**src/i2cis_defines.svh**
```systemverilog
// Constants for the I2C interrupt source block
`ifndef I2CIS_DEFINES_SVH
`define I2CIS_DEFINES_SVH

// Group indices
`define I2CIS_GRP_MASTER 0
`define I2CIS_GRP_SLAVE  1
`define I2CIS_GRP_TX     2
`define I2CIS_GRP_RX     3
`define I2CIS_GRP_EC     4

// Master source bits
`define I2CIS_M_ARB      0
`define I2CIS_M_NACK     1
`define I2CIS_M_ACK      2
`define I2CIS_M_STOP     3
`define I2CIS_M_BUSERR   4

// Slave source bits
`define I2CIS_S_ARB      0
`define I2CIS_S_NACK     1
`define I2CIS_S_ACK      2
`define I2CIS_S_STOP     3
`define I2CIS_S_START    4
`define I2CIS_S_ADDR     5
`define I2CIS_S_BUSERR   6

// TX source bits
`define I2CIS_T_TRIG     0
`define I2CIS_T_NFULL    1
`define I2CIS_T_EMPTY    2
`define I2CIS_T_OVF      3
`define I2CIS_T_UDF      4

// RX source bits
`define I2CIS_R_TRIG     0
`define I2CIS_R_FULL     1
`define I2CIS_R_NEMPTY   2
`define I2CIS_R_OVF      3
`define I2CIS_R_UDF      4

// Externally clocked source bits
`define I2CIS_E_WAKE     0
`define I2CIS_E_STOP     1
`define I2CIS_E_WRSTOP   2
`define I2CIS_E_RDSTOP   3

// Reset values and default FIFO depth
`define I2CIS_SRC_RST    8'h00
`define I2CIS_FIFO_DEPTH 128

`endif

```
**src/i2cis_pkg.sv**
```systemverilog
// Types for the I2C interrupt source block
`default_nettype none
package i2cis_pkg;
   typedef logic [7:0] i2cis_vec_t;
   typedef logic [4:0][7:0] i2cis_grp_t;
   typedef enum logic [1:0] {
      I2CIS_ST_IDLE  = 2'b01,
      I2CIS_ST_MATCH = 2'b10
   } i2cis_slv_st_t;
endpackage
`default_nettype wire
```
**src/i2cis_core.sv**
```systemverilog
// I2C interrupt sources: event detection, FIFOs, sticky sources and group outputs
//
// What this block does
// - Each group output is the OR of its enabled active sources.
// - A cause output shows which groups currently request service.
// - Clear input with a one clears that source; zero leaves it.
// - Level sources set again at once while their condition persists.
// - Master flags lost arbitration when driven and observed SDA differ with SCL high.
// - Master sets NACK or ACK source from the sampled acknowledge bit.
// - Master sets stop-sent source after finishing a STOP condition.
// - Unexpected START or STOP sets bus error in master and slave groups.
// - Slave flags lost arbitration with SCL high and aborts its transfer.
// - Slave sets NACK or ACK source from the sampled acknowledge bit.
// - Slave stop-received fires on STOP or repeated START ending its transfer.
// - Stop-received fires for any matched address, acked or not.
// - Start-received fires unless ext match selected and busy reject is off.
// - Address match sets its source and pushes address byte when accepted.
// - With ext match and internal operation, match sets source on detection.
// - TX trigger below level; not-full with free entry; empty with none.
// - Firmware write to full TX FIFO flags TX overflow.
// - Hardware read from empty TX FIFO flags TX underflow.
// - RX trigger above level; full; not-empty with an entry present.
// - RX overflow on hardware write when full; underflow on firmware empty read.
// - Wake-up source on matched slave request only with ext match enabled.
// - Stop-after-write on matched write ended by STOP in modes; base-only buffer write excluded.
// - Same conditions give stop-after-read on reads and stop-any on every STOP end.
`include "i2cis_defines.svh"
`default_nettype none
module i2cis_core #(
   parameter int DEPTH = `I2CIS_FIFO_DEPTH,
   parameter int AW    = $clog2(DEPTH)
) (
   // Clock and reset
   input  wire logic               core_clk,
   input  wire logic               rst_n,
   // Bus pins, asynchronous
   input  wire logic               scl_in,
   input  wire logic               sda_in,
   // Bit engine status, same clock
   input  wire logic               sda_drive,
   input  wire logic               master_active,
   input  wire logic               slave_active,
   input  wire logic               ack_strobe,
   input  wire logic               master_stop_done,
   input  wire logic               byte_active,
   input  wire logic               addr_match,
   input  wire logic               addr_rw,
   input  wire logic [7:0]         addr_byte,
   // FIFO ports
   input  wire logic               tx_fw_wr,
   input  wire logic [7:0]         tx_fw_data,
   input  wire logic               tx_hw_rd,
   input  wire logic               rx_hw_wr,
   input  wire logic [7:0]         rx_hw_data,
   input  wire logic               rx_fw_rd,
   input  wire logic [AW:0]        tx_trig_level,
   input  wire logic [AW:0]        rx_trig_level,
   // Configuration
   input  wire logic               ext_addr_match_enable,
   input  wire logic               ext_operation_enable,
   input  wire logic               ext_clocked_addr_match_sel,
   input  wire logic               ext_clocked_operation_sel,
   input  wire logic               slave_busy_address_reject,
   input  wire logic               addr_accept,
   input  wire logic               buffer_memory_mode,
   input  wire logic               command_response_mode,
   // Source clear and mask
   input  wire i2cis_pkg::i2cis_grp_t clr_src,
   input  wire i2cis_pkg::i2cis_grp_t mask_src,
   // Outputs
   output var  i2cis_pkg::i2cis_grp_t src_q,
   output logic [4:0]              irq_q,
   output logic [4:0]              interrupt_cause_reg,
   output logic [7:0]              tx_hw_data_q,
   output logic [7:0]              rx_fw_data_q,
   output logic                    slave_abort_q
);
   import i2cis_pkg::*;

   // Sticky update: set beats a same-cycle clear
   function automatic i2cis_vec_t sticky(i2cis_vec_t q, i2cis_vec_t clr, i2cis_vec_t set);
      sticky = (q & ~clr) | set;
   endfunction

   // Synchronisers and delayed drive value
   logic [2:0] sda_q, sda_d, scl_q, scl_d;
   logic [1:0] drv_q, drv_d;
   always_comb
   begin
      sda_d = {sda_q[1:0], sda_in};
      scl_d = {scl_q[1:0], scl_in};
      drv_d = {drv_q[0], sda_drive};
   end
   always_ff @(posedge core_clk)
   begin
      if (!rst_n)
      begin
         sda_q <= 3'h7;
         scl_q <= 3'h7;
         drv_q <= 2'h3;
      end
      else
      begin
         sda_q <= sda_d;
         scl_q <= scl_d;
         drv_q <= drv_d;
      end
   end

   // Bus condition detection on synchronised lines; bit 0 only feeds the shift into bit 1
   logic sda_s, scl_s, start_det, stop_det, mismatch, bus_err;
   assign sda_s     = sda_q[1];
   assign scl_s     = scl_q[1];
   assign start_det = scl_s & scl_q[2] & sda_q[2] & ~sda_s;
   assign stop_det  = scl_s & scl_q[2] & ~sda_q[2] & sda_s;
   // Drive is delayed to line up with the two-stage synchroniser
   assign mismatch  = scl_s & (drv_q[1] != sda_s);
   assign bus_err   = (start_det | stop_det) & byte_active;

   // TX and RX FIFOs
   logic [7:0]  tx_mem [DEPTH];
   logic [7:0]  rx_mem [DEPTH];
   logic [AW-1:0] tx_wp_q, tx_rp_q, rx_wp_q, rx_rp_q;
   logic [AW-1:0] tx_wp_d, tx_rp_d, rx_wp_d, rx_rp_d;
   logic [AW:0] tx_cnt_q, rx_cnt_q, tx_cnt_d, rx_cnt_d;
   logic [7:0]  tx_dat_d, rx_dat_d, rx_in;
   logic tx_full, tx_empty, rx_full, rx_empty, tx_we, tx_re, rx_we, rx_re;
   logic rx_push, addr_push;
   assign tx_full   = tx_cnt_q == (AW+1)'(DEPTH);
   assign tx_empty  = tx_cnt_q == '0;
   assign rx_full   = rx_cnt_q == (AW+1)'(DEPTH);
   assign rx_empty  = rx_cnt_q == '0;
   assign addr_push = addr_match & addr_accept;
   assign rx_push   = rx_hw_wr | addr_push;
   assign rx_in     = addr_push ? addr_byte : rx_hw_data;
   always_comb
   begin
      tx_we    = tx_fw_wr & ~tx_full;
      tx_re    = tx_hw_rd & ~tx_empty;
      rx_we    = rx_push & ~rx_full;
      rx_re    = rx_fw_rd & ~rx_empty;
      tx_wp_d  = tx_wp_q + AW'(tx_we);
      tx_rp_d  = tx_rp_q + AW'(tx_re);
      rx_wp_d  = rx_wp_q + AW'(rx_we);
      rx_rp_d  = rx_rp_q + AW'(rx_re);
      tx_cnt_d = tx_cnt_q + (AW+1)'(tx_we) - (AW+1)'(tx_re);
      rx_cnt_d = rx_cnt_q + (AW+1)'(rx_we) - (AW+1)'(rx_re);
      tx_dat_d = tx_re ? tx_mem[tx_rp_q] : tx_hw_data_q;
      rx_dat_d = rx_re ? rx_mem[rx_rp_q] : rx_fw_data_q;
   end
   // Memories carry no reset so they can map onto plain RAM
   always_ff @(posedge core_clk)
   begin
      if (tx_we)
         tx_mem[tx_wp_q] <= tx_fw_data;
      if (rx_we)
         rx_mem[rx_wp_q] <= rx_in;
   end
   always_ff @(posedge core_clk)
   begin
      if (!rst_n)
      begin
         tx_wp_q      <= '0;
         tx_rp_q      <= '0;
         rx_wp_q      <= '0;
         rx_rp_q      <= '0;
         tx_cnt_q     <= '0;
         rx_cnt_q     <= '0;
         tx_hw_data_q <= 8'h00;
         rx_fw_data_q <= 8'h00;
      end
      else
      begin
         tx_wp_q      <= tx_wp_d;
         tx_rp_q      <= tx_rp_d;
         rx_wp_q      <= rx_wp_d;
         rx_rp_q      <= rx_rp_d;
         tx_cnt_q     <= tx_cnt_d;
         rx_cnt_q     <= rx_cnt_d;
         tx_hw_data_q <= tx_dat_d;
         rx_fw_data_q <= rx_dat_d;
      end
   end

   // Slave transfer tracker: remembers an addressed transfer until it ends
   i2cis_slv_st_t st_q, st_d;
   logic       rw_q, rw_d;
   logic [1:0] wcnt_q, wcnt_d;
   logic       s_arb, xfer_end, abort_d;
   assign s_arb    = slave_active & mismatch;
   assign xfer_end = (st_q == I2CIS_ST_MATCH) & (stop_det | start_det);
   always_comb
   begin
      st_d    = st_q;
      rw_d    = rw_q;
      wcnt_d  = wcnt_q;
      abort_d = s_arb;
      case (st_q)
         I2CIS_ST_IDLE:
         begin
            if (addr_match && !s_arb)
            begin
               st_d   = I2CIS_ST_MATCH;
               rw_d   = addr_rw;
               wcnt_d = 2'h0;
            end
         end
         I2CIS_ST_MATCH:
         begin
            if (stop_det | start_det | s_arb)
               st_d = I2CIS_ST_IDLE;
            else if (rx_hw_wr && !rw_q && wcnt_q != 2'h2)
               wcnt_d = wcnt_q + 2'h1;
         end
         default:
            st_d = I2CIS_ST_IDLE;
      endcase
   end
   always_ff @(posedge core_clk)
   begin
      if (!rst_n)
      begin
         st_q          <= I2CIS_ST_IDLE;
         rw_q          <= 1'b0;
         wcnt_q        <= 2'h0;
         slave_abort_q <= 1'b0;
      end
      else
      begin
         st_q          <= st_d;
         rw_q          <= rw_d;
         wcnt_q        <= wcnt_d;
         slave_abort_q <= abort_d;
      end
   end

   // Source set terms; level terms re-set while the condition holds
   i2cis_grp_t set, src_d;
   logic [4:0] irq_d;
   logic ec_ok, s_start_ok;
   assign ec_ok = (buffer_memory_mode | command_response_mode) & ext_operation_enable;
   // Stretching with ext match hands START reporting to wake-up and match
   assign s_start_ok = ~(ext_clocked_addr_match_sel & ~slave_busy_address_reject);
   always_comb
   begin
      set = '0;
      set[`I2CIS_GRP_MASTER][`I2CIS_M_ARB]    = master_active & mismatch;
      set[`I2CIS_GRP_MASTER][`I2CIS_M_NACK]   = master_active & ack_strobe & sda_s;
      set[`I2CIS_GRP_MASTER][`I2CIS_M_ACK]    = master_active & ack_strobe & ~sda_s;
      set[`I2CIS_GRP_MASTER][`I2CIS_M_STOP]   = master_stop_done;
      set[`I2CIS_GRP_MASTER][`I2CIS_M_BUSERR] = bus_err;
      set[`I2CIS_GRP_SLAVE][`I2CIS_S_ARB]     = s_arb;
      set[`I2CIS_GRP_SLAVE][`I2CIS_S_NACK]    = slave_active & ack_strobe & sda_s;
      set[`I2CIS_GRP_SLAVE][`I2CIS_S_ACK]     = slave_active & ack_strobe & ~sda_s;
      set[`I2CIS_GRP_SLAVE][`I2CIS_S_STOP]    = xfer_end;
      set[`I2CIS_GRP_SLAVE][`I2CIS_S_START]   = start_det & s_start_ok;
      set[`I2CIS_GRP_SLAVE][`I2CIS_S_ADDR]    = addr_match;
      set[`I2CIS_GRP_SLAVE][`I2CIS_S_BUSERR]  = bus_err;
      set[`I2CIS_GRP_TX][`I2CIS_T_TRIG]       = tx_cnt_q < tx_trig_level;
      set[`I2CIS_GRP_TX][`I2CIS_T_NFULL]      = ~tx_full;
      set[`I2CIS_GRP_TX][`I2CIS_T_EMPTY]      = tx_empty;
      set[`I2CIS_GRP_TX][`I2CIS_T_OVF]        = tx_fw_wr & tx_full;
      set[`I2CIS_GRP_TX][`I2CIS_T_UDF]        = tx_hw_rd & tx_empty;
      set[`I2CIS_GRP_RX][`I2CIS_R_TRIG]       = rx_cnt_q > rx_trig_level;
      set[`I2CIS_GRP_RX][`I2CIS_R_FULL]       = rx_full;
      set[`I2CIS_GRP_RX][`I2CIS_R_NEMPTY]     = ~rx_empty;
      set[`I2CIS_GRP_RX][`I2CIS_R_OVF]        = rx_push & rx_full;
      set[`I2CIS_GRP_RX][`I2CIS_R_UDF]        = rx_fw_rd & rx_empty;
      set[`I2CIS_GRP_EC][`I2CIS_E_WAKE]       = addr_match & ext_addr_match_enable;
      set[`I2CIS_GRP_EC][`I2CIS_E_STOP]       = xfer_end & stop_det & ec_ok;
      // Buffer mode needs a byte past the base address
      set[`I2CIS_GRP_EC][`I2CIS_E_WRSTOP]     = xfer_end & stop_det & ec_ok & ~rw_q
                                                & (command_response_mode | wcnt_q == 2'h2);
      set[`I2CIS_GRP_EC][`I2CIS_E_RDSTOP]     = xfer_end & stop_det & ec_ok & rw_q;
   end

   // Sticky sources and masked group outputs
   for (genvar g = 0; g < 5; g++)
   begin : g_grp
      assign src_d[g] = sticky(src_q[g], clr_src[g], set[g]);
      assign irq_d[g] = |(src_d[g] & mask_src[g]);
   end
   always_ff @(posedge core_clk)
   begin
      if (!rst_n)
      begin
         src_q               <= {5{`I2CIS_SRC_RST}};
         irq_q               <= 5'h00;
         interrupt_cause_reg <= 5'h00;
      end
      else
      begin
         src_q               <= src_d;
         irq_q               <= irq_d;
         interrupt_cause_reg <= irq_d;
      end
   end
endmodule // i2cis_core
`default_nettype wire

```
**config.mk**
```make
export PLATFORM = sky130hd
export DESIGN_NAME = i2cis_core
export DESIGN_NICKNAME = d
export VERILOG_FILES = /design/src/i2cis_pkg.sv /design/src/i2cis_core.sv
export VERILOG_INCLUDE_DIRS = /design/src
export SDC_FILE = /design/constraint.sdc
export NUM_CORES = 2
export LEC_CHECK = 0
export BUFFER_PORTS_ARGS = -buffer_cell sky130_fd_sc_hd__buf_2
export CORE_ASPECT_RATIO = 1.1
export CORE_UTILIZATION = 25
export DETAILED_ROUTE_END_ITERATION = 8
export GPL_TIMING_DRIVEN = 0
export PLACE_DENSITY = 0.5
export RECOVER_POWER = 100
export SETUP_SLACK_MARGIN = 0.02
export SLEW_MARGIN = 40
export SYNTH_ARGS = -nofsm -noshare
export SYNTH_HDL_FRONTEND = slang
export SYNTH_SLANG_ARGS = --single-unit
```
**constraint.sdc**
```tcl
create_clock -name core_clk -period 6.71 [get_ports core_clk]
set_clock_uncertainty 0.2 [all_clocks]
set_input_delay 2.013 -clock core_clk [delete_from_list [all_inputs] [get_ports core_clk]]
set_output_delay 2.013 -clock core_clk [all_outputs]
set_load 0.05 [all_outputs]
```
# Word-level counts from Yosys, hierarchy flattened

Memory sizes are Yosys's and may differ from the RTL's. A register that Yosys moved wholly into a read port is not among the register bits.
Index checks and enable logic that the tools add are counted.

Add/sub/neg operators: 9
$lt $le $gt $ge: 2
Eq/ne operators: 11
Mux-type cells: 12
Bitwise operators: 68
Reduce and logical (&&, ||, !) cells: 18

Operator list:

| operator                                                         | number |
|---|---|
| 8-bit bitwise AND                                                | 10 |
| 8-bit inverter                                                   | 5 |
| 8-bit OR reduction                                               | 5 |
| 1-bit bitwise AND                                                | 34 |
| 7-bit by 1-bit adder with 7-bit output                           | 4 |
| 8-bit by 5-bit bitwise OR with 8-bit output                      | 3 |
| 8-bit by 1-bit adder with 8-bit output                           | 2 |
| 8-bit == test (second input constant)                            | 2 |
| 8-bit zero test                                                  | 2 |
| 8-bit by 1-bit subtractor with 8-bit output                      | 2 |
| 2-bit two-way mux                                                | 5 |
| 1-bit inverter                                                   | 9 |
| 8-bit greater-than comparator                                    | 1 |
| 8-bit less-than comparator                                       | 1 |
| 8-bit two-way mux                                                | 1 |
| 8-bit by 4-bit bitwise OR with 8-bit output                      | 1 |
| 8-bit by 7-bit bitwise OR with 8-bit output                      | 1 |
| 2-bit case mux with 2 select lines                               | 2 |
| 2-bit != test (second input constant)                            | 3 |
| 1-bit bitwise OR                                                 | 5 |
| 2-bit == test (second input constant)                            | 2 |
| 1-bit zero test                                                  | 4 |
| 1-bit two-way mux                                                | 4 |
| 2-bit by 1-bit != test with 1-bit output (second input constant) | 2 |
| 7 further kinds                                                  | 10 |

Register bits after elaboration: 103
Bits in writable memories: 2048
Bits of input ports: 144
Output and inout bits: 67
Word-level logic and storage cells: 141
Memories: 2

Memory list:

| name   | words | bits a word | rd ports | clocked after memory_dff | write ports | line              | text |
|---|---|---|---|---|---|---|---|
| rx_mem | 128   | 8           | 1        | 1                        | 1           | i2cis_core.sv:122 | `logic [7:0] rx_mem [DEPTH];` |
| tx_mem | 128   | 8           | 1        | 1                        | 1           | i2cis_core.sv:121 | `logic [7:0] tx_mem [DEPTH];` |

# Logic depth before layout (Yosys ltp)

Word-level depth: 12
Gate-level depth with buffers: 16
Mapped depth without buffers: 16

# Least setup slack after synthesis

No wires, ideal clock.

Path kind: input -> register
Start point: in rx_fw_rd
End point: reg rx_cnt_q[6]
Data arrival time: 4129 ps
Required time: 6394 ps
Slack: 2265 ps
Cell stages on the path: 12
Buffers on the path: 0
Cell sequence: a21boi_1 -> ha_1 -> inv_1 -> ha_1 -> inv_1 -> fa_1 -> nand2b_1 -> a21oi_1 -> o21ai_0 -> a21oi_1 -> o21ai_0 -> and3_1

Cells in the longest elaborated chain, start to end: 2

RTL lines:

| what                                        | line              | text |
|---|---|---|
| start: declaration                          | i2cis_core.sv:55  | `input wire logic rx_fw_rd,` |
| 1-bit bitwise AND                           | i2cis_core.sv:141 | `rx_re = rx_fw_rd & ~rx_empty;` |
| 8-bit by 1-bit subtractor with 8-bit output | i2cis_core.sv:147 | `rx_cnt_d = rx_cnt_q + (AW+1)'(rx_we) - (AW+1)'(rx_re);` |
| end signal: assignment                      | i2cis_core.sv:179 | `rx_cnt_q <= rx_cnt_d;` |
| end: declaration                            | i2cis_core.sv:125 | `logic [AW:0] tx_cnt_q, rx_cnt_q, tx_cnt_d, rx_cnt_d;` |

No other way between the ends.
A chain may end at the register's enable or synchronous reset.

==> out/results.ini <==
[synth]
synth_area_per_cell_sq_um=18.9
synthCells=4517
yosys.area.top_type_share_pct=72.0
synth_fp_nets=4711
ys_seq_elements=2167
async_flop_share_pct=0
synth_cell_types=64
yosysWarnings=0
synth_seq_area_share_pct=74.7
synth_edf_count=2048
syn_area_sq_mm=0.0855
synth.most_common_cell=edfxtp_1
ys.flop_type=edfxtp_1
yosys-top-cells-count=2,048 x edfxtp_1, 388 x mux2i_1, 365 x mux4_2, 315 x nor2_1, 119 x dfxtp_1
synthTopCellsByArea=edfxtp_1 72%, mux4_2 9.6%, mux2i_1 4.5%, dfxtp_1 2.8%, nor2_1 1.4%
yosysTopAreaCell=edfxtp_1

[floorplan]
rows=224
initial_core_util_pct=25.2
die_area_sq_mm=0.344
ioPinCount=211
coreArea_sq_mm=0.339
die_h_microns=615
fp.dieW_microns=559

[route]
antenna_left=0
drt_iter0_drc=4679
wl_per_cell_microns=27.9
drc_errors=6
wirelength_mm=270
drt_first_pass_iters=9
vias=46000
avgViaCountPerCell=4.75

[global_routing]
grt_max_degree=105
grt_pass1_vias=46200
grt_pass1_wl_mm=373
antenna_found_initial=9
overflow=0
grt_usage_pct=15.3

[critical_path]
r2r-end=tx_hw_data_q[1]
regToRegStartpoint=tx_rp_q[1]
critPathLaunchType=register
cp.required_ns=7.26
reg2reg_depth=10
critPathCaptureType=register
path_class=register to register
cp.arrival_ns=6.37
worstPathMaxFanout=10
regToRegSetupSlack_ns=0.89

[finish]
syn_to_final_growth_pct=16.7
nFillCells=33400
num-nets-final=5179
fin_util_pct=29.4
multi_input_area_sq_mm=0.0200
drive_gt1_share_pct=19.6
seq_area_sq_mm=0.0639
top_regs=rx_mem x1024, tx_mem x1024, src_q x40

[hold_path]
hold_start=scl_q[0]
holdCritPathClass=register to register
min_to=scl_q[1]
holdPathStages=1

[clock_network]
cts_buffer_depth=4
ctsHtreeMaxLevel=4
clock_latency_ns=0.89
cts.sinks=2167
clk_pin_slew_ns=0.07
cts_resized=0
cts_inserted_buffers=227
cts_tree=done
holdBufCountCts=0
postCtsSetupBuffers=0
clock-root-buffer=clkbuf_16

[power_and_ir_drop]
power_density_mw_per_mm2=331
p_seq_share_pct=45.9
clkPwrFrac_pct=37.5
max-vdd-ir-drop_mv=0.216
swShare_pct=26.8
intPower_mw=24.1
switchingPower_mw=8.85
p_leak_nw=30.3
p_comb_share_pct=16.6
power.total_mw=33.0

[timing]
slew_headroom_pct=-179
rsz0062_at_grt=no
hold_viol=0
tightest_slew_ns=4.19
slew_viol_final=1329
finalSetupViolCount=0
setup_ws_ns=0.891
whs_ns=0.220
period_minus_slack_ns=5.82
tns_ns=0
fmax_ghz=0.172
final.period_utilization_pct=86.7

[placed_design]
io_buffers=208
dpl.hpwl_mm=180
gp_congestion=0.904
dp_slack_ns=0.959

[job]
max-cap-violations=28

[run_status]
outcome=finished, violations left
failed_checks=design-rule violations, max-capacitance violations, max-slew violations

## power groups by stage
stage,Combinational (mW),Sequential [mW],Clock (mW)
floorplan,3.16,15.5,0
global route,5.73,15.2,13.0
finish,5.47,15.2,12.4
detailed placement,5.60,15.4,0
CTS,5.61,15.1,12.5
global placement,5.41,15.4,0
## worst max-delay path by stage
stage,from,endpoint,slack (ns),depth (start not counted)
final,tx_rp_q[1],tx_hw_data_q[1],0.89,10
after global routing,tx_rp_q[1],tx_hw_data_q[1],0.97,10
after CTS,addr_match,rx_mem[71][6],1.89,8
after detailed placement,addr_match,rx_mem[127][6],0.96,8
after global placement,tx_hw_rd,tx_cnt_q[6],0.46,14
after floorplan,rx_fw_rd,rx_cnt_q[6],2.27,12
## critical path, cell delays in order, from the launching register on
cell	delay, ns
dfxtp_1	0.41
buf_4	0.23
clkbuf_1	0.76
clkbuf_1	0.89
clkbuf_1	0.78
mux2i_1	0.27
o22ai_1	0.10
a2111oi_0	1.38
a21oi_1	0.33
o211ai_1	0.20
a31oi_1	0.10
## metrics by stage
stage,instances,area (sq um)
after floorplan,4517,85500
after global placement,9245,92200
after detailed placement,9275,93500
after CTS,9678,101000
after global routing,9679,99700
final,9682,99700
## layout by cell type (no fill, tap or decap), types with 23 or more instances in the layout
master	count
a22oi_1	44
o22ai_1	112
o21ai_0	72
clkbuf_1	211
buf_2	213
nor3_1	41
a211oi_1	24
clkbuf_16	232
ha_1	48
clkinv_2	40
dfxtp_1	119
and2_0	23
mux4_2	365
inv_1	63
clkinv_1	46
and2_1	45
nand4_1	24
o221ai_1	27
nand2_1	110
nor2_1	315
edfxtp_1	2048
mux2i_1	388
nor2b_1	56
buf_4	37
a21oi_1	58
nand3_1	54
## routing by layer
layer  track usage [%]  up-vias  routed length, microns
met5                 0        -                      44
met4              5.03        6                    9890
met3              2.38      443                   16100
met2              25.6     1721                  131000
met1              20.1    24700                  113000
li1                  -    19200                       -
## kinds of logic after synthesis
logic type                 count (synthesis)  share of synthesized area [%]
AOI/OAI and AO/OA                        430                           3.30
xor gates and xnor gates                  31                          0.318
adders and majority gates                 50                          0.750
buffers and inverters                    307                           1.87
DFF                                     2167                           74.7
muxes                                    786                           14.8
and+or+nand+nor                          746                           4.20
## layout make-up
class                   instances  share of cell area (%)
repair buffers                239                    1.39
flip-flops and latches       2167                    64.1
inverters                      65                   0.245
multi-input cells            2043                    20.1
clock inverters               124                    1.16
clock buffers                 279                    6.00
plain buffers                 242                    1.38
well taps                    4520                    5.67
diodes                          3                 0.00753
Power figures use the tool's default switching activity.
